===== src/inc/adcseq_pkg.sv =====
`default_nettype none
package adcseq_pkg;

	// ==========================================================
	// Timing
	localparam int CLK_MHZ     = 10;
	localparam int T_WAKE_NS   = 65000;
	localparam int T_ACQ_NS    = 1400;
	localparam int T_CONV_NS   = 3000;
	localparam int T_TEMP_NS   = 80000;
	localparam int WAKE_CYC    = (T_WAKE_NS * CLK_MHZ + 999) / 1000;
	localparam int ACQ_CYC     = (T_ACQ_NS * CLK_MHZ + 999) / 1000;
	localparam int CONV_CYC    = (T_CONV_NS * CLK_MHZ + 999) / 1000;
	localparam int TEMP_CYC    = (T_TEMP_NS * CLK_MHZ + 999) / 1000;
	localparam int TMR_W       = 10;

	// ==========================================================
	// Register port map
	localparam int ADDR_W      = 4;
	localparam int RDATA_W     = 16;
	localparam logic [3:0] ADDR_CTRL   = 4'h0;
	localparam logic [3:0] ADDR_SEQCFG = 4'h1;
	localparam logic [3:0] ADDR_STATUS = 4'h2;
	localparam logic [3:0] ADDR_RESULT = 4'h3;

	// ==========================================================
	// Control byte layout
	localparam int BYTE_MSB     = 7;
	localparam int CONV_SEL_BIT = 7;
	localparam int AVG_CODE_LO  = 5;
	localparam logic [2:0] AVG_CODE = 3'h1;
	localparam int RST_CODE_LO  = 4;
	localparam logic [3:0] RST_CODE = 4'h1;
	localparam int AVG_ON_BIT   = 4;
	localparam int AVG_SEL_HI   = 3;
	localparam int AVG_SEL_LO   = 2;
	localparam int REP_HI       = 1;
	localparam int REP_LO       = 0;
	localparam int RST_FIFO_BIT = 3;
	localparam int CH_HI        = 6;
	localparam int CH_LO        = 3;
	localparam int SCAN_HI      = 2;
	localparam int SCAN_LO      = 1;
	localparam int TEMP_BIT     = 0;
	localparam int CKM_HI       = 1;
	localparam int CKM_LO       = 0;
	localparam logic [2:0] AVG_BASE_SHIFT = 3'h2;
	localparam logic [3:0] REP_UNIT_M1    = 4'h3;

	// ==========================================================
	// Status word
	localparam int STAT_EOC_BIT  = 0;
	localparam int STAT_BUSY_BIT = 1;

	typedef enum logic [1:0] {
		CKM_CONVERT_START_N_SCAN   = 2'h0,
		CKM_CONVERT_START_N_SINGLE = 2'h1,
		CKM_SERIAL_SCAN  = 2'h2,
		CKM_EXTERNAL     = 2'h3
	} adcseq_ckmode_t;

	typedef enum logic [1:0] {
		SCAN_UP_TO_N  = 2'h0,
		SCAN_N_UP     = 2'h1,
		SCAN_REPEAT_N = 2'h2,
		SCAN_ONLY_N   = 2'h3
	} adcseq_scan_t;

	typedef enum logic [6:0] {
		S_IDLE  = 7'h01,
		S_WAKE  = 7'h02,
		S_TEMP  = 7'h04,
		S_ACQ   = 7'h08,
		S_TRACK = 7'h10,
		S_CONV  = 7'h20,
		S_STORE = 7'h40
	} adcseq_state_t;

endpackage
`default_nettype wire


===== src/logic/adcseq_sequencer.sv =====
// Functional notes
// - Bits 7:5 equal 001 write averaging register.
// - Averaging off gives one conversion per result.
// - Average count select gives 4/8/16/32.
// - Repeat scan returns 4/8/12/16 results.
// - Bits 7:4 equal 0001 write reset register.
// - Reset bit 3 zero all, one FIFO.
// - Mode 00 start pulse runs full scan.
// - Flag low only with scan in FIFO.
// - Flag held until select or start falls.
// - Temperature result precedes channel results.
// - Mode 01 falling edge wakes and tracks.
// - Temperature in mode 01 timed internally.
// - Mode 01 rising edge converts, then flag.
// - Mode 01 averaging stores then advances channel.
// - Mode 01 temperature on first rising edge.
// - Mode 10 default; byte write starts scan.
// - Mode 10 flag released only by select.
// - Reset gives zero registers, mode 10, shutdown.
//
// Local design decisions: the address map and the plain strobed port.
`timescale 1ns/1ps
`default_nettype none
module adcseq_sequencer import adcseq_pkg::*; #(
	parameter int NUM_CH     = 16,
	parameter int FIFO_DEPTH = 16,
	parameter int SAMPLE_W   = 10,
	parameter int RESULT_W   = 12,
	parameter int ACC_W      = 15
) (
	input  wire logic                i_clk,
	input  wire logic                i_resetn,
	input  wire logic [ADDR_W-1:0]   i_reg_addr,
	input  wire logic [7:0]          i_reg_wdata,
	input  wire logic                i_reg_wr,
	input  wire logic                i_reg_rd,
	output logic      [RDATA_W-1:0]  o_reg_rdata,
	input  wire logic                i_convert_start_n,
	input  wire logic                i_chip_select_n,
	input  wire logic [SAMPLE_W-1:0] i_adc_sample,
	input  wire logic [RESULT_W-1:0] i_temp_sample,
	output logic                     o_end_of_conversion_n,
	output logic      [3:0]          o_mux_channel,
	output logic                     o_converter_awake,
	output logic                     o_temp_measure
);

	localparam int CNT_W = $clog2(FIFO_DEPTH + 1);

	// ==========================================================
	// Pin synchronisation and edges
	logic [1:0] pins_sync;
	logic       convert_start_n_now;
	logic       cs_now;
	logic       convert_start_n_prev;
	logic       cs_prev;
	logic       convert_start_n_fall;
	logic       convert_start_n_rise;
	logic       cs_fall;

	adcseq_sync #(
		.WIDTH     (2),
		.RESET_VAL (2'h3)
	) u_sync (
		.i_clk    (i_clk),
		.i_resetn (i_resetn),
		.i_async  ({i_convert_start_n, i_chip_select_n}),
		.o_sync   (pins_sync)
	);

	assign convert_start_n_now = pins_sync[1];
	assign cs_now    = pins_sync[0];

	always_ff @(posedge i_clk or negedge i_resetn) begin
		if (!i_resetn) begin
			convert_start_n_prev <= 1'b1;
			cs_prev    <= 1'b1;
		end else begin
			convert_start_n_prev <= convert_start_n_now;
			cs_prev    <= cs_now;
		end
	end

	assign convert_start_n_fall = convert_start_n_prev && !convert_start_n_now;
	assign convert_start_n_rise = !convert_start_n_prev && convert_start_n_now;
	assign cs_fall    = cs_prev && !cs_now;

	// ==========================================================
	// Control byte decode
	logic ctrl_wr;
	logic is_conv;
	logic is_avg;
	logic is_rst;
	logic full_reset;
	logic fifo_clear;

	assign ctrl_wr = i_reg_wr && (i_reg_addr == ADDR_CTRL);
	assign is_conv = ctrl_wr && i_reg_wdata[CONV_SEL_BIT];
	assign is_avg  = ctrl_wr
		&& (i_reg_wdata[BYTE_MSB:AVG_CODE_LO] == AVG_CODE);
	assign is_rst  = ctrl_wr
		&& (i_reg_wdata[BYTE_MSB:RST_CODE_LO] == RST_CODE);
	assign full_reset = is_rst && !i_reg_wdata[RST_FIFO_BIT];
	assign fifo_clear = is_rst;

	// ==========================================================
	// Configuration registers
	logic           avg_on;
	logic [1:0]     avg_sel;
	logic [1:0]     rep_sel;
	adcseq_ckmode_t clock_mode;
	logic [3:0]     conv_ch;
	adcseq_scan_t   conv_scan;
	logic           conv_temp;
	logic           serial_go;

	always_ff @(posedge i_clk or negedge i_resetn) begin
		if (!i_resetn) begin
			avg_on  <= 1'b0;
			avg_sel <= 2'h0;
			rep_sel <= 2'h0;
		end else if (full_reset) begin
			avg_on  <= 1'b0;
			avg_sel <= 2'h0;
			rep_sel <= 2'h0;
		end else if (is_avg) begin
			avg_on  <= i_reg_wdata[AVG_ON_BIT];
			avg_sel <= i_reg_wdata[AVG_SEL_HI:AVG_SEL_LO];
			rep_sel <= i_reg_wdata[REP_HI:REP_LO];
		end
	end

	always_ff @(posedge i_clk or negedge i_resetn) begin
		if (!i_resetn) begin
			clock_mode <= CKM_SERIAL_SCAN;
		end else if (full_reset) begin
			clock_mode <= CKM_SERIAL_SCAN;
		end else if (i_reg_wr && i_reg_addr == ADDR_SEQCFG) begin
			clock_mode <= adcseq_ckmode_t'(i_reg_wdata[CKM_HI:CKM_LO]);
		end
	end

	always_ff @(posedge i_clk or negedge i_resetn) begin
		if (!i_resetn) begin
			conv_ch   <= 4'h0;
			conv_scan <= SCAN_UP_TO_N;
			conv_temp <= 1'b0;
		end else if (full_reset) begin
			conv_ch   <= 4'h0;
			conv_scan <= SCAN_UP_TO_N;
			conv_temp <= 1'b0;
		end else if (is_conv) begin
			conv_ch   <= i_reg_wdata[CH_HI:CH_LO];
			conv_scan <= adcseq_scan_t'(i_reg_wdata[SCAN_HI:SCAN_LO]);
			conv_temp <= i_reg_wdata[TEMP_BIT];
		end
	end

	// Byte is latched first, scan starts one cycle later
	always_ff @(posedge i_clk or negedge i_resetn) begin
		if (!i_resetn) begin
			serial_go <= 1'b0;
		end else begin
			serial_go <= is_conv && !full_reset
				&& (clock_mode == CKM_SERIAL_SCAN);
		end
	end

	// ==========================================================
	// Derived sequence values
	logic [2:0]  avg_shift;
	logic [5:0]  conv_last;
	logic [3:0]  first_ch;
	logic [3:0]  last_ch;
	logic [3:0]  rep_last;
	logic [3:0]  cur_ch;
	logic [3:0]  rep_idx;
	logic [4:0]  conv_cnt;
	logic        scan_last;
	logic        mode01;
	logic        scan_go;

	assign avg_shift = avg_on ? AVG_BASE_SHIFT + {1'b0, avg_sel}
		: 3'h0;
	assign conv_last = 6'((7'h01 << avg_shift) - 7'h01);
	assign first_ch  = (conv_scan == SCAN_UP_TO_N) ? 4'h0 : conv_ch;
	assign last_ch   = (conv_scan == SCAN_N_UP) ? 4'(NUM_CH - 1) : conv_ch;
	assign rep_last  = {rep_sel, 2'h0} + REP_UNIT_M1;
	assign mode01    = (clock_mode == CKM_CONVERT_START_N_SINGLE);
	assign scan_go   = serial_go
		|| (clock_mode == CKM_CONVERT_START_N_SCAN && convert_start_n_rise);

	always_comb begin
		unique case (conv_scan)
			SCAN_REPEAT_N: scan_last = (rep_idx == rep_last);
			SCAN_ONLY_N:   scan_last = 1'b1;
			default:       scan_last = (cur_ch == last_ch);
		endcase
	end

	// ==========================================================
	// Sequencer state machine
	adcseq_state_t state;
	adcseq_state_t next_state;
	logic [TMR_W-1:0] tmr;
	logic [TMR_W-1:0] tmr_lim;
	logic             tmr_done;
	logic             temp_pend;
	logic             conv_full;

	always_comb begin
		unique case (state)
			S_WAKE:  tmr_lim = TMR_W'(WAKE_CYC - 1);
			S_TEMP:  tmr_lim = TMR_W'(TEMP_CYC - 1);
			S_ACQ:   tmr_lim = TMR_W'(ACQ_CYC - 1);
			S_CONV:  tmr_lim = TMR_W'(CONV_CYC - 1);
			default: tmr_lim = '0;
		endcase
	end

	assign tmr_done  = (tmr == tmr_lim);
	assign conv_full = ({1'b0, conv_cnt} == conv_last);

	always_comb begin
		next_state = state;
		unique case (state)
			S_IDLE: begin
				if (mode01 && convert_start_n_fall) begin
					next_state = S_TRACK;
				end else if (scan_go) begin
					next_state = S_WAKE;
				end
			end
			S_WAKE: begin
				if (tmr_done) begin
					next_state = temp_pend ? S_TEMP : S_ACQ;
				end
			end
			S_TEMP: begin
				if (tmr_done) begin
					next_state = mode01 ? S_IDLE : S_ACQ;
				end
			end
			S_ACQ: begin
				if (tmr_done) begin
					next_state = S_CONV;
				end
			end
			S_TRACK: begin
				if (convert_start_n_rise) begin
					next_state = temp_pend ? S_TEMP : S_CONV;
				end
			end
			S_CONV: begin
				if (tmr_done) begin
					if (conv_full) begin
						next_state = S_STORE;
					end else begin
						next_state = mode01 ? S_IDLE : S_ACQ;
					end
				end
			end
			S_STORE: begin
				next_state = (mode01 || scan_last) ? S_IDLE : S_ACQ;
			end
		endcase
		if (full_reset) begin
			next_state = S_IDLE;
		end
	end

	always_ff @(posedge i_clk or negedge i_resetn) begin
		if (!i_resetn) begin
			state <= S_IDLE;
		end else begin
			state <= next_state;
		end
	end

	// Timer restarts on every state change
	always_ff @(posedge i_clk or negedge i_resetn) begin
		if (!i_resetn) begin
			tmr <= '0;
		end else if (next_state != state) begin
			tmr <= '0;
		end else if (!tmr_done) begin
			tmr <= tmr + 1'b1;
		end
	end

	// ==========================================================
	// Channel walk and accumulation
	logic [ACC_W-1:0] acc;
	logic             seq_load;

	assign seq_load = (state == S_IDLE && next_state == S_WAKE)
		|| (is_conv && mode01);

	always_ff @(posedge i_clk or negedge i_resetn) begin
		if (!i_resetn) begin
			cur_ch    <= 4'h0;
			rep_idx   <= 4'h0;
			conv_cnt  <= 5'h00;
			acc       <= '0;
			temp_pend <= 1'b0;
		end else if (full_reset) begin
			cur_ch    <= 4'h0;
			rep_idx   <= 4'h0;
			conv_cnt  <= 5'h00;
			acc       <= '0;
			temp_pend <= 1'b0;
		end else if (seq_load) begin
			cur_ch    <= is_conv
				? ((i_reg_wdata[SCAN_HI:SCAN_LO] == SCAN_UP_TO_N)
				? 4'h0 : i_reg_wdata[CH_HI:CH_LO]) : first_ch;
			rep_idx   <= 4'h0;
			conv_cnt  <= 5'h00;
			acc       <= '0;
			temp_pend <= is_conv ? i_reg_wdata[TEMP_BIT] : conv_temp;
		end else begin
			if (state == S_TEMP && tmr_done) begin
				temp_pend <= 1'b0;
			end
			if (state == S_CONV && tmr_done) begin
				acc      <= acc + ACC_W'(i_adc_sample);
				conv_cnt <= conv_full ? 5'h00 : conv_cnt + 1'b1;
			end
			if (state == S_STORE) begin
				acc <= '0;
				if (scan_last) begin
					cur_ch  <= first_ch;
					rep_idx <= 4'h0;
				end else if (conv_scan == SCAN_REPEAT_N) begin
					rep_idx <= rep_idx + 1'b1;
				end else begin
					cur_ch <= cur_ch + 1'b1;
				end
			end
		end
	end

	// ==========================================================
	// Result FIFO
	logic                fifo_push;
	logic [RESULT_W-1:0] fifo_wdata;
	logic                fifo_pop;
	logic [RESULT_W-1:0] fifo_head;
	logic [CNT_W-1:0]    fifo_count;
	logic                fifo_empty;

	assign fifo_push  = (state == S_STORE)
		|| (state == S_TEMP && tmr_done);
	assign fifo_wdata = (state == S_TEMP) ? i_temp_sample
		: RESULT_W'(acc >> avg_shift);
	assign fifo_pop   = i_reg_rd && (i_reg_addr == ADDR_RESULT);

	adcseq_fifo #(
		.WIDTH (RESULT_W),
		.DEPTH (FIFO_DEPTH)
	) u_fifo (
		.i_clk    (i_clk),
		.i_resetn (i_resetn),
		.i_clear  (fifo_clear),
		.i_push   (fifo_push),
		.i_data   (fifo_wdata),
		.i_pop    (fifo_pop),
		.o_head   (fifo_head),
		.o_count  (fifo_count),
		.o_full   (),
		.o_empty  (fifo_empty)
	);

	// ==========================================================
	// End-of-conversion flag
	logic seq_done;
	logic eoc_release;

	// Any return to idle other than by a full reset marks a finished scan or conversion
	assign seq_done    = (state != S_IDLE) && (next_state == S_IDLE)
		&& !full_reset;
	assign eoc_release = cs_fall || (convert_start_n_fall
		&& clock_mode != CKM_SERIAL_SCAN);

	always_ff @(posedge i_clk or negedge i_resetn) begin
		if (!i_resetn) begin
			o_end_of_conversion_n <= 1'b1;
		end else if (seq_done) begin
			o_end_of_conversion_n <= 1'b0;
		end else if (full_reset || eoc_release) begin
			o_end_of_conversion_n <= 1'b1;
		end
	end

	// ==========================================================
	// Converter controls
	always_ff @(posedge i_clk or negedge i_resetn) begin
		if (!i_resetn) begin
			o_converter_awake <= 1'b0;
			o_temp_measure    <= 1'b0;
		end else begin
			o_converter_awake <= (next_state != S_IDLE);
			o_temp_measure    <= (next_state == S_TEMP);
		end
	end

	assign o_mux_channel = cur_ch;

	// ==========================================================
	// Register read port
	always_ff @(posedge i_clk or negedge i_resetn) begin
		if (!i_resetn) begin
			o_reg_rdata <= '0;
		end else if (i_reg_rd) begin
			unique case (i_reg_addr)
				ADDR_SEQCFG: o_reg_rdata <= RDATA_W'(clock_mode);
				ADDR_STATUS: begin
					o_reg_rdata <= '0;
					o_reg_rdata[STAT_EOC_BIT]  <= o_end_of_conversion_n;
					o_reg_rdata[STAT_BUSY_BIT] <= (state != S_IDLE);
					o_reg_rdata[STAT_BUSY_BIT+1 +: CNT_W] <= fifo_count;
				end
				ADDR_RESULT: o_reg_rdata <= fifo_empty ? '0
					: RDATA_W'(fifo_head);
				default:     o_reg_rdata <= '0;
			endcase
		end else begin
			o_reg_rdata <= '0;
		end
	end

endmodule
`default_nettype wire


===== src/logic/adcseq_sync.sv =====
`timescale 1ns/1ps
`default_nettype none
// ==========================================================
// Two-stage synchroniser for pin levels
module adcseq_sync #(
	parameter int               WIDTH     = 2,
	parameter logic [WIDTH-1:0] RESET_VAL = '1
) (
	input  wire logic             i_clk,
	input  wire logic             i_resetn,
	input  wire logic [WIDTH-1:0] i_async,
	output logic      [WIDTH-1:0] o_sync
);

	logic [WIDTH-1:0] stage1;

	// First stage is read only by the second
	always_ff @(posedge i_clk or negedge i_resetn) begin
		if (!i_resetn) begin
			stage1 <= RESET_VAL;
			o_sync <= RESET_VAL;
		end else begin
			stage1 <= i_async;
			o_sync <= stage1;
		end
	end

endmodule
`default_nettype wire


===== src/logic/adcseq_fifo.sv =====
`timescale 1ns/1ps
`default_nettype none
// ==========================================================
// Result FIFO, flip-flop storage
module adcseq_fifo #(
	parameter int WIDTH = 12,
	parameter int DEPTH = 16,
	parameter int PTR_W = $clog2(DEPTH),
	parameter int CNT_W = $clog2(DEPTH + 1)
) (
	input  wire logic             i_clk,
	input  wire logic             i_resetn,
	input  wire logic             i_clear,
	input  wire logic             i_push,
	input  wire logic [WIDTH-1:0] i_data,
	input  wire logic             i_pop,
	output logic      [WIDTH-1:0] o_head,
	output logic      [CNT_W-1:0] o_count,
	output logic                  o_full,
	output logic                  o_empty
);

	logic [WIDTH-1:0] mem [DEPTH];
	logic [PTR_W-1:0] wr_ptr;
	logic [PTR_W-1:0] rd_ptr;
	logic             do_push;
	logic             do_pop;

	// Pushes into a full FIFO are dropped
	assign do_push = i_push && !o_full;
	assign do_pop  = i_pop && !o_empty;
	assign o_full  = (o_count == CNT_W'(DEPTH));
	assign o_empty = (o_count == '0);
	assign o_head  = mem[rd_ptr];

	always_ff @(posedge i_clk) begin
		if (do_push) begin
			mem[wr_ptr] <= i_data;
		end
	end

	always_ff @(posedge i_clk or negedge i_resetn) begin
		if (!i_resetn) begin
			wr_ptr  <= '0;
			rd_ptr  <= '0;
			o_count <= '0;
		end else if (i_clear) begin
			wr_ptr  <= '0;
			rd_ptr  <= '0;
			o_count <= '0;
		end else begin
			if (do_push) begin
				wr_ptr <= (wr_ptr == PTR_W'(DEPTH - 1)) ? '0 : wr_ptr + 1'b1;
			end
			if (do_pop) begin
				rd_ptr <= (rd_ptr == PTR_W'(DEPTH - 1)) ? '0 : rd_ptr + 1'b1;
			end
			if (do_push && !do_pop) begin
				o_count <= o_count + 1'b1;
			end else if (do_pop && !do_push) begin
				o_count <= o_count - 1'b1;
			end
		end
	end

endmodule
`default_nettype wire


===== config.mk =====
export PLATFORM = sky130hd
export DESIGN_NAME = adcseq_sequencer
export DESIGN_NICKNAME = d
export VERILOG_FILES = /design/src/inc/adcseq_pkg.sv /design/src/logic/adcseq_sequencer.sv /design/src/logic/adcseq_sync.sv /design/src/logic/adcseq_fifo.sv
export SDC_FILE = /design/constraint.sdc
export NUM_CORES = 1
export LEC_CHECK = 0
export BUFFER_PORTS_ARGS = -buffer_cell sky130_fd_sc_hd__buf_2
export CAP_MARGIN = 15
export CORE_ASPECT_RATIO = 0.7
export CORE_UTILIZATION = 56
export CTS_BUF_LIST = sky130_fd_sc_hd__clkbuf_4 sky130_fd_sc_hd__clkbuf_8 sky130_fd_sc_hd__clkbuf_16
export CTS_CLUSTER_DIAMETER = 150
export DETAILED_ROUTE_END_ITERATION = 6
export PLACE_DENSITY = 0.74
export SLEW_MARGIN = 40
export SYNTH_ARGS = -nofsm -noshare
export SYNTH_HDL_FRONTEND = slang
export SYNTH_SLANG_ARGS = --single-unit

===== constraint.sdc =====
create_clock -name i_clk -period 5.1 [get_ports i_clk]
set_input_delay 0.51 -clock i_clk [delete_from_list [all_inputs] [get_ports i_clk]]
set_output_delay 0.51 -clock i_clk [all_outputs]
set_load 0.02 [all_outputs]

==> results of run 1 <==
power by group through the flow:
stage / sequential, mW / combinational, mW / clock (mW)
after floorplan: 3.24 / 2.16 / 0
final: 3.43 / 2.98 / 2.19
after global routing: 3.47 / 3.22 / 2.32
after CTS: 3.42 / 2.93 / 2.22
after detailed placement: 3.47 / 2.91 / 0
after global placement: 3.46 / 2.87 / 0
metrics by stage:
step | hold slack, ns | cell area, um2 | power, mW | setup WS [ns] | std cells
global placement | 0.346 | 14600 | 6.32 | 0.938 | 1423
global route | 0.0415 | 15600 | 9.01 | 0.638 | 1476
finish | 0.0641 | 15600 | 8.61 | 0.823 | 1476
detailed placement | 0.350 | 14600 | 6.38 | 0.926 | 1423
floorplan | 0.214 | 14000 | 5.40 | 1.13 | 1086
CTS | 0.0465 | 15600 | 8.57 | 0.905 | 1476
area by class of cell:
| class | instances | area (um2) | area share |
|---|---|---|---|
| Clock buffer | 39 | 813 | 0.0521 |
| Timing Repair Buffer | 83 | 487 | 0.0312 |
| Inverter | 20 | 75.1 | 0.00481 |
| Clock inverter | 13 | 174 | 0.0111 |
| Sequential cell | 287 | 8160 | 0.522 |
| Tap cell | 318 | 398 | 0.0255 |
| Multi-Input combinational cell | 716 | 5510 | 0.353 |
cells by family after synthesis:
logic type      count (synthesis)  synth area share
xor+xnor                       39            0.0245
flops                         287             0.584
compound gates                218             0.105
fa+ha+maj                      25            0.0235
buf+inv                        83            0.0258
other cells                     2          0.000538
mux                            92             0.112
simple gates                  337             0.124
per-layer routing:
metal / global-route usage / up-vias
met5: 0 / -
met4: 0.0529 / 0
met3: 0.0720 / 38
met2: 0.386 / 461
met1: 0.444 / 4659
li1: - / 4244
cells in the mapped netlist (11+ instances only):
master    count
mux4_2       51
xor2_1       21
a22oi_1      13
nand4_1      11
inv_1        20
and2_1       14
nand3_1      30
clkbuf_1     44
a21oi_1      64
nor2_1       76
and3_1       14
o21ai_0      48
nand2_1      93
ha_1         23
nor3_1       29
edfxtp_1    192
dfrtp_1      86
mux2i_1      34
xnor2_1      18
critical path, stage by stage, from the launching register on:
cell	delay, ns
dfrtp_1	0.56
or4b_1	0.66
nor3b_1	0.21
o21ai_0	0.20
a221oi_4	0.50
a21oi_1	0.19
nor3_2	0.18
buf_4	0.16
inv_1	0.14
fa_1	0.43
a21o_1	0.19
a21oi_1	0.17
mux2i_1	0.22
mux2_1	0.33
sequential cells by signal, indices dropped and copies added, names as in the netlist, 4 cells and up:
register / count
u_fifo.mem: 192
acc: 15
o_reg_rdata: 12
tmr: 10
state: 7
conv_cnt: 5
u_fifo.o_count: 5
conv_ch: 4
o_mux_channel: 4
rep_idx: 4
u_fifo.rd_ptr: 4
u_fifo.wr_ptr: 4
final timing paths:
check                                                start                             to  slack [ns]  depth (start not counted)
worst min-delay path                       i_chip_select_n     u_sync.stage1[0]$_DFF_PN1_        0.06                          1
worst max-delay path                    state[5]$_DFF_PN0_  u_fifo.o_count[4]$_DFFE_PN0P_        0.82                         13
min in group asynchronous                         i_resetn             tmr[7]$_DFFE_PN0P_        0.53                          2
max in group asynchronous                         i_resetn   u_fifo.rd_ptr[0]$_DFFE_PN0P_        3.64                          3
worst max register to register          state[5]$_DFF_PN0_  u_fifo.o_count[4]$_DFFE_PN0P_        0.82                         13
worst min register to register  u_sync.stage1[1]$_DFF_PN1_     u_sync.o_sync[1]$_DFF_PN1_        0.36                          0
timing repair:
item | 4_1_cts | 5_1_grt
gates resized for setup | 0 | 0
hold buffers | 1 | 0
endpoints found under the hold margin | 42 | 0
==> results.py, run 1 <==
metrics = {
    "detailed_routing": {
        "drc": 0,
        "wl_met3_um": 3770,
        "vias": 9402,
        "ant_nets": 0,
        "top_layer": "met4",
        "viasPerCell": 6.37,
        "drt_wl_total_um": 34200,
        "drt-met1-wl_um": 15600,
        "drt-pass1-iter-count": 5,
        "wl_met2_um": 14200,
        "drt_iter0_markers": 1227,
        "wl_per_cell_um": 23.2,
    },
    "synthesis": {
        "yosysSeqAreaShare": 0.584,
        "ys_ff_latch": 287,
        "yosysWarnings": 0,
        "synth_edf_count": 192,
        "synth_cells": 1083,
        "synthArstFlopShare": 0.331,
        "syn_area_um2": 14000,
        "synth_top_area_share": 0.413,
        "yosys-top-cells-area": "edfxtp_1 (41%), dfrtp_1 (15%), mux4_2 (8.2%)",
        "netlist-cell-type-count": 87,
        "syn-mean-instance-area_um2": 12.9,
        "synthFlopType": "edfxtp_1",
        "synth_area_leader_cell": "edfxtp_1",
    },
    "cells_and_area": {
        "final_common_cell": "edfxtp_1",
        "fillers": 1777,
        "drive_above_1_share": 0.202,
        "mostFrequentLayoutCells": "edfxtp_1 (192), nand2_1 (93), dfrtp_1 (82), nor2_1 (75), a21oi_1 (62)",
        "fin_util": 0.650,
        "diodes": 0,
        "area_delta_synth_final_pct": 12.0,
        "layout.nets": 1201,
    },
    "global_routing": {
        "grt.total_usage": 0.279,
        "antenna_found_initial": 0,
        "grt_pass1_vias": 8803,
        "grt_pass1_wl_um": 53300,
        "grt_overflow_total": 0,
        "grt_max_degree": 68,
    },
    "floorplan": {
        "start_util": 0.580,
        "rows": 47,
        "die_x_um": 191,
        "die_h_um": 134,
        "coreArea_um2": 24100,
        "io_pins": 63,
        "die-area_um2": 25600,
    },
    "clocking": {
        "cts_made_buffers": 28,
        "cts_sinks": 287,
        "cts_root_buf": "clkbuf_16",
        "post_cts_buffers": 0,
        "cts_tree": "yes",
        "clk_pin_slew_worst_paths_ns": 0.07,
        "clock_latency_ns": 0.54,
        "clockBufferDepth": 3,
        "cts_max_level": 1,
    },
    "sta": {
        "skew_ns": 0.0153,
        "fin_setup_tns_ns": 0,
        "max_freq_mhz": 234,
        "hold_violations": 0,
        "max_slew_margin": 0.480,
        "setup_viol_count_final": 0,
        "report.final.slew_viol_count": 0,
        "worst_pin_slew_ns": 0.780,
        "timing.final.crit_share": 0.839,
        "rsz0062_at_grt": "no",
        "fin_crit_ns": 4.28,
    },
    "critical_path": {
        "cp_max_fo": 14,
        "crit_required_ns": 5.52,
        "worstSetupPathType": "reg2reg",
        "arrival_ns": 4.70,
        "start_kind": "register",
        "crit_path_end_kind": "register",
    },
    "pwr": {
        "power.share.combinational": 0.347,
        "power_switching_mw": 3.11,
        "clock_power_share": 0.255,
        "ir_drop_mv": 0.310,
        "switching_share": 0.361,
        "p_leak_nw": 5.84,
        "internal_power_mw": 5.50,
        "power.density_nw_per_um2": 551,
        "power_frac_seq": 0.398,
    },
    "outcome": {
        "outcome": "finished clean",
    },
    "placed_design": {
        "gp_congestion": 0.911,
        "dp_hpwl_um": 24200,
        "portBuffers": 58,
    },
    "worst_hold_path": {
        "hp-class": "in2reg",
    },
    "flow_run": {
        "drv_cap": 0,
    },
}
(Power assumes the default switching activity.)
==> inputs of run 2 (changes only) <==
--- a/config.mk
+++ b/config.mk
@@ -5,6 +5,7 @@
 export SDC_FILE = /design/constraint.sdc
 export NUM_CORES = 1
 export LEC_CHECK = 0
+export ABC_AREA = 1
 export BUFFER_PORTS_ARGS = -buffer_cell sky130_fd_sc_hd__buf_2
 export CAP_MARGIN = 15
 export CORE_ASPECT_RATIO = 0.7
==> constraint.sdc (replaced) <==
create_clock -name i_clk -period 4.3 [get_ports i_clk]
set_input_delay 0.43 -clock i_clk [delete_from_list [all_inputs] [get_ports i_clk]]
set_output_delay 0.43 -clock i_clk [all_outputs]
set_load 0.02 [all_outputs]
==> run 2 against run 1 <==
Effect of this change:
- critical path depth up 7
- routed wire length is 3.6% higher
- combinational power rose by 47%
- sequential cell count is the same
- global-route usage increased by 0.67 points
- total power is 22% higher
- worst hold slack worse by 0.048 ns
- first-iteration DRC count up 20%
- largest cell class unchanged
- largest power group is now combinational cells
==> results.py, run 2 <==
metrics = {
    "outcome": {
        "outcome": "finished clean",
    },
    "synthesis": {
        "synth_area_leader_cell": "edfxtp_1",
        "synth_top_area_share": 0.418,
        "synth_cells": 1410,
        "synth_edf_count": 192,
        "yosysSeqAreaShare": 0.591,
        "yosysMostFrequentCell": "nand2_1",
        "synthArstFlopShare": 0.331,
        "syn_area_um2": 13800,
        "yosysWarnings": 0,
        "yosys-top-cells-area": "edfxtp_1 (42%), dfrtp_1 (16%), nand2_1 (8.1%)",
        "synthFlopType": "edfxtp_1",
        "ys_ff_latch": 287,
        "netlist-cell-type-count": 51,
        "synth.top_cells.by_count": "nand2_1 (297), edfxtp_1 (192), nor2_1 (155)",
        "syn-mean-instance-area_um2": 9.79,
    },
    "placed_design": {
        "dp_hpwl_um": 24200,
        "gp_congestion": 0.895,
        "place_area_um2": 14600,
        "portBuffers": 58,
    },
    "detailed_routing": {
        "vias": 10795,
        "wl_per_cell_um": 19.3,
        "drt_iter0_markers": 1469,
        "drc": 0,
        "drt-pass1-iter-count": 5,
        "viasPerCell": 5.89,
        "ant_nets": 0,
        "drt_wl_total_um": 35400,
    },
    "cells_and_area": {
        "largest_reg_flops": 192,
        "fillers": 1883,
        "diodes": 0,
        "drive_above_1_share": 0.151,
        "multiInputGateArea_um2": 4950,
        "final_common_cell": "nand2_1",
        "design_area_um2": 15500,
        "biggestRegsByFlops": "u_fifo.mem (192), acc (15), o_reg_rdata (12)",
        "area_delta_synth_final_pct": 12.1,
        "fin_util": 0.647,
        "mostFrequentLayoutCells": "nand2_1 (297), edfxtp_1 (192), nor2_1 (155), o21ai_0 (137), inv_1 (105)",
        "seqCellArea_um2": 8160,
        "regMostFlops": "u_fifo.mem",
        "layout.nets": 1558,
    },
    "worst_hold_path": {
        "hp-class": "in2reg",
        "min-delay-start": "i_chip_select_n",
        "min_path_cells": 1,
        "hold_path_end": "u_sync.stage1[0]$_DFF_PN1_",
    },
    "critical_path": {
        "rr_worst_depth": 20,
        "path_delay_family": "simple AND/OR/NAND/NOR gates",
        "critPathMaxStageDelay_ns": 0.46,
        "crit_required_ns": 4.73,
        "cpMaxStageDelayCell": "nor2_4",
        "critPathMostFrequentCell": "nand2_1",
        "r2r-end": "u_fifo.o_count[4]$_DFFE_PN0P_",
        "timing.rr.start": "state[5]$_DFF_PN0_",
        "arrival_ns": 3.95,
        "crit_path_end_kind": "register",
        "start_kind": "register",
        "cp_max_fo": 18,
        "worstSetupPathType": "reg2reg",
        "critPathBufInv": 3,
        "r2r_setup_slack_ns": 0.78,
        "crit_chain": "inv_2 -> nand3_2 -> nor2_4 -> nor2_2 -> nand3_1 -> nand2_2 -> nor2_4 -> nand2_4 -> inv_2 -> nand2_1 -> nand2_1 -> nand2_1 -> inv_2 -> nand2_1 -> fa_1 -> nand3_1 -> nand2_1 -> xor2_1 -> xnor2_1 -> o22ai_1",
    },
    "floorplan": {
        "start_util": 0.577,
        "die-area_um2": 25300,
        "die_h_um": 133,
        "die_x_um": 190,
        "rows": 47,
        "coreArea_um2": 23900,
        "io_pins": 63,
    },
    "sta": {
        "fin_crit_ns": 3.52,
        "report.final.slew_viol_count": 0,
        "max_slew_margin": 0.501,
        "worst_pin_slew_ns": 0.739,
        "setup_viol_count_final": 0,
        "skew_ns": 0.0251,
        "timing.final.crit_share": 0.819,
        "hold_violations": 0,
        "max_freq_mhz": 284,
        "fin_setup_tns_ns": 0,
        "rsz0062_at_grt": "no",
    },
    "flow_run": {
        "drv_cap": 0,
    },
    "global_routing": {
        "antenna_found_initial": 0,
        "grt_pass1_wl_um": 55100,
        "grt.total_usage": 0.286,
        "met3_usage": 0.0611,
        "grt_pass1_vias": 9730,
        "grt_util_met1": 0.450,
        "grt_overflow_total": 0,
        "grt_max_degree": 71,
        "grt_busiest_layer": "met1",
        "grtUsageMet2": 0.400,
    },
    "clocking": {
        "clock_latency_ns": 0.55,
        "cts_sinks": 287,
        "cts_made_buffers": 27,
        "cts_max_level": 1,
        "clockBufferDepth": 3,
        "clk_pin_slew_worst_paths_ns": 0.06,
        "cts_tree": "yes",
        "post_cts_buffers": 0,
        "cts_root_buf": "clkbuf_16",
    },
    "pwr": {
        "power.density_nw_per_um2": 681,
        "switching_share": 0.411,
        "power_frac_seq": 0.369,
        "ir_drop_mv": 0.476,
        "clock_power_share": 0.216,
        "power_switching_mw": 4.33,
        "p_leak_nw": 6.37,
        "internal_power_mw": 6.21,
        "power.share.combinational": 0.415,
    },
}
## run 2: changes by cell type after synthesis, moves of 14 or more
cell      before  now
and2_1        14    0
inv_1         20  105
inv_2          0   17
mux2i_1       34    0
mux4_2        51    0
nand2_1       93  297
nand3_1       30   59
nor2_1        76  155
nor3_1        29   15
o21ai_0       48  137
o221ai_1       1   20
o22ai_1        3   17
## run 2: through the flow
step	hold WS, ns	std cells	setup WS (ns)	total power, mW
final	0.0160	1832	0.779	10.5
after floorplan	0.134	1413	1.41	6.92
after global placement	0.347	1780	0.908	8.14
after global routing	0.0105	1832	0.406	11.2
after CTS	0.00835	1832	0.813	10.5
after detailed placement	0.348	1780	0.808	8.22
## run 2: power by group through the flow
stage          clock [mW]  sequential [mW]  combinational [mW]
6_report             2.27             3.89                4.38
5_1_grt              2.40             3.93                4.87
4_1_cts              2.30             3.89                4.31
3_5_place_dp            0             3.94                4.28
3_3_place_gp            0             3.93                4.21
2_1_floorplan           0             3.89                3.03
## run 2: worst max path at each step
stage / start / to / slack (ns) / cells past startpoint
after CTS: state[4]$_DFF_PN0_ / u_fifo.o_count[4]$_DFFE_PN0P_ / 0.81 / 20
after detailed placement: state[4]$_DFF_PN0_ / u_fifo.o_count[4]$_DFFE_PN0P_ / 0.81 / 20
after global placement: state[4]$_DFF_PN0_ / u_fifo.o_count[4]$_DFFE_PN0P_ / 0.91 / 20
after floorplan: state[3]$_DFF_PN0_ / u_fifo.o_count[4]$_DFFE_PN0P_ / 1.41 / 24
after global routing: state[2]$_DFF_PN0_ / u_fifo.o_count[4]$_DFFE_PN0P_ / 0.41 / 21
final: state[5]$_DFF_PN0_ / u_fifo.o_count[4]$_DFFE_PN0P_ / 0.78 / 20
## run 2: metal layers
| layer | share of wire | vias to the layer above |
|---|---|---|
| li1 | - | 5033 |
| met1 | 0.45 | 5141 |
| met4 | 0.022 | 2 |
| met2 | 0.42 | 560 |
| met3 | 0.11 | 59 |
| met5 | 0.0015 | - |
## run 2: layout make-up
class / count / area share
sequential: 287 / 0.527
multi-input combinational: 946 / 0.320
clock buffer: 35 / 0.0475
timing repair buffer: 105 / 0.0423
inverter: 126 / 0.0307
tap: 318 / 0.0257
clock inverter: 15 / 0.00655
## run 2: cell families (layout without fill, tap and decap cells)
| group | count (synthesis) | count (layout) | synth area share |
|---|---|---|---|
| xor gates and xnor gates | 33 | 33 | 0.0209 |
| and+or+nand+nor | 599 | 599 | 0.192 |
| buffers and inverters | 180 | 281 | 0.0526 |
| other | 2 | 5 | 0.000544 |
| adders and majority gates | 25 | 25 | 0.0237 |
| DFF | 287 | 287 | 0.591 |
| AOI/OAI and AO/OA | 284 | 284 | 0.119 |
## run 2: what timing repair did
action,CTS,global route
gates resized for setup,0,0
hold endpoints to repair,63,0
hold buffers,2,0
setup endpoints to repair,0,0
==> inputs of run 3 (changes only) <==
--- a/config.mk
+++ b/config.mk
@@ -13,7 +13,7 @@
 export CTS_BUF_LIST = sky130_fd_sc_hd__clkbuf_4 sky130_fd_sc_hd__clkbuf_8 sky130_fd_sc_hd__clkbuf_16
 export CTS_CLUSTER_DIAMETER = 150
 export DETAILED_ROUTE_END_ITERATION = 6
-export PLACE_DENSITY = 0.74
+export PLACE_DENSITY = 0.77
 export SLEW_MARGIN = 40
 export SYNTH_ARGS = -nofsm -noshare
 export SYNTH_HDL_FRONTEND = slang
==> constraint.sdc (replaced) <==
create_clock -name i_clk -period 3 [get_ports i_clk]
set_input_delay 0.3 -clock i_clk [delete_from_list [all_inputs] [get_ports i_clk]]
set_output_delay 0.3 -clock i_clk [all_outputs]
set_load 0.02 [all_outputs]
==> run 3 against run 2 <==
Effect of this change:
- combinational power is 54% higher
- global-route usage shrank 0.27 points
- non-clock buffer count up 37
- utilization is 2.4 points higher
- sequential share of layout area shrank 1.8 points
- final area up 3.6%
- largest power group unchanged
- highest routed layer is now met4
==> results.py, run 3 (synthesized netlist as in run 2, its figures left out) <==
metrics = {
    "floorplan": {
        "die_h_um": 133,
        "coreArea_um2": 23900,
        "io_pins": 63,
        "rows": 47,
        "die_x_um": 190,
        "die-area_um2": 25300,
        "start_util": 0.577,
    },
    "detailed_routing": {
        "drt-met1-wl_um": 16100,
        "wl_met2_um": 14700,
        "wl_per_cell_um": 19.1,
        "ant_nets": 0,
        "drt_iter0_markers": 1575,
        "wl_met3_um": 4110,
        "vias": 10889,
        "top_layer": "met4",
        "viasPerCell": 5.83,
        "drc": 0,
        "drt_wl_total_um": 35700,
        "drt-pass1-iter-count": 7,
    },
    "flow_run": {
        "drv_cap": 0,
    },
    "cells_and_area": {
        "biggestRegsByFlops": "u_fifo.mem (192), acc (15), o_reg_rdata (12)",
        "layout.nets": 1595,
        "fin_cells": 1869,
        "mostFrequentLayoutCells": "nand2_1 (287), edfxtp_1 (192), nor2_1 (147), o21ai_0 (137), inv_1 (105)",
        "largest_reg_flops": 192,
        "diodes": 0,
        "regMostFlops": "u_fifo.mem",
        "fillers": 1786,
        "final_common_cell": "nand2_1",
        "fin_util": 0.670,
        "area_delta_synth_final_pct": 16.2,
        "drive_above_1_share": 0.190,
    },
    "pwr": {
        "ir_drop_mv": 0.561,
        "power_switching_mw": 6.47,
        "p_leak_nw": 6.62,
        "power_frac_seq": 0.354,
        "finalPower_mw": 15.9,
        "power.share.combinational": 0.422,
        "clock_power_share": 0.224,
        "power.density_nw_per_um2": 993,
        "internal_power_mw": 9.45,
        "switching_share": 0.406,
    },
    "outcome": {
        "outcome": "finished clean",
    },
    "critical_path": {
        "start_kind": "register",
        "crit_path_end_kind": "register",
        "arrival_ns": 3.35,
        "cp_max_fo": 5,
        "worstSetupPathType": "reg2reg",
        "crit_required_ns": 3.43,
    },
    "sta": {
        "worst_pin_slew_ns": 0.872,
        "setup_viol_count_final": 0,
        "timing.final.crit_share": 0.975,
        "hold_violations": 0,
        "skew_ns": 0.0116,
        "holdWs_ns": 0.0179,
        "fin_crit_ns": 2.92,
        "max_slew_margin": 0.417,
        "max_freq_mhz": 342,
        "report.final.slew_viol_count": 0,
    },
    "placed_design": {
        "gp_congestion": 0.964,
        "portBuffers": 58,
        "dp_hpwl_um": 24100,
        "dp.cells": 1807,
    },
    "clocking": {
        "clock_latency_ns": 0.55,
        "cts_sinks": 287,
        "cts_made_buffers": 27,
        "clockBufferDepth": 3,
        "cts_root_buf": "clkbuf_16",
        "cts_tree": "yes",
        "cts_max_level": 1,
        "clk_pin_slew_worst_paths_ns": 0.07,
    },
    "global_routing": {
        "grt.total_usage": 0.283,
        "grt_pass1_vias": 9827,
        "grt_overflow_total": 0,
        "antenna_found_initial": 0,
        "grt_max_degree": 66,
        "grt_pass1_wl_um": 54600,
    },
    "worst_hold_path": {
        "hp-class": "in2reg",
    },
}
## run 3: power groups by stage
stage | Combinational (mW) | Clock, mW | Sequential (mW)
detailed placement | 6.32 | 0 | 5.67
finish | 6.73 | 3.57 | 5.63
global placement | 6.14 | 0 | 5.66
CTS | 6.37 | 3.60 | 5.59
global route | 7.40 | 3.74 | 5.68
floorplan | 4.35 | 0 | 5.57
## run 3: area by class of cell
| cell class | count | area [um2] | share of cell area |
|---|---|---|---|
| timing repair buffer | 142 | 978 | 0.0610 |
| clock buffer | 33 | 727 | 0.0453 |
| multi-input combinational | 946 | 5090 | 0.318 |
| sequential | 287 | 8160 | 0.509 |
| clock inverter | 17 | 201 | 0.0126 |
| tap | 318 | 398 | 0.0248 |
| inverter | 126 | 480 | 0.0300 |
## run 3: metrics by stage
stage                     cell area [um2]  setup TNS (ns)  setup slack (ns)
after floorplan                     13800               0             0.115
after global placement              14800               0            0.0864
after detailed placement            14900               0           0.00609
after CTS                           15800               0            0.0124
after global routing                16000          -0.117            -0.117
final                               16000               0            0.0754
## run 3: what timing repair did
| action | 4_1_cts | 5_1_grt |
|---|---|---|
| pin swaps | 0 | 10 |
| buffers inserted | 0 | 9 |
| hold buffers | 3 | 0 |
| endpoints found under the hold margin | 35 | 0 |
| resized for setup | 1 | 36 |
| endpoints found under the setup margin | 1 | 97 |
## run 3: final timing paths
check | depth (start not counted) | to | startpoint | slack (ns)
max | 21 | u_fifo.o_count[4]$_DFFE_PN0P_ | state[5]$_DFF_PN0_ | 0.08
min reg2reg | 0 | u_sync.o_sync[1]$_DFF_PN1_ | u_sync.stage1[1]$_DFF_PN1_ | 0.36
max reg2reg | 21 | u_fifo.o_count[4]$_DFFE_PN0P_ | state[5]$_DFF_PN0_ | 0.08
min | 3 | avg_sel[1]$_DFFE_PN0P_ | i_reg_wdata[3] | 0.02
max in group asynchronous | 3 | acc[14]$_DFFE_PN0P_ | i_resetn | 1.86
min in group asynchronous | 2 | o_temp_measure$_DFF_PN0_ | i_resetn | 0.33
## run 3: routing by layer
metal / vias up / track usage
li1: 5092 / -
met1: 5160 / 0.450
met2: 574 / 0.386
met3: 63 / 0.0727
met4: 0 / 0.0654
met5: - / 0
## run 3: critical path: stages (launching register included)
cell     delay (ns)
dfrtp_1        0.40
inv_2          0.10
buf_4          0.13
nand3_4        0.13
nor2_4         0.16
nor2_1         0.05
nor2_1         0.09
nand2_1        0.09
nor2_4         0.17
nand2_4        0.06
inv_2          0.07
nand2_2        0.06
nand2_1        0.06
nand2_1        0.07
inv_2          0.08
nand2_4        0.09
fa_2           0.39
nand3_1        0.09
nand2_1        0.07
xor2_1         0.20
xnor2_1        0.15
o22ai_1        0.08
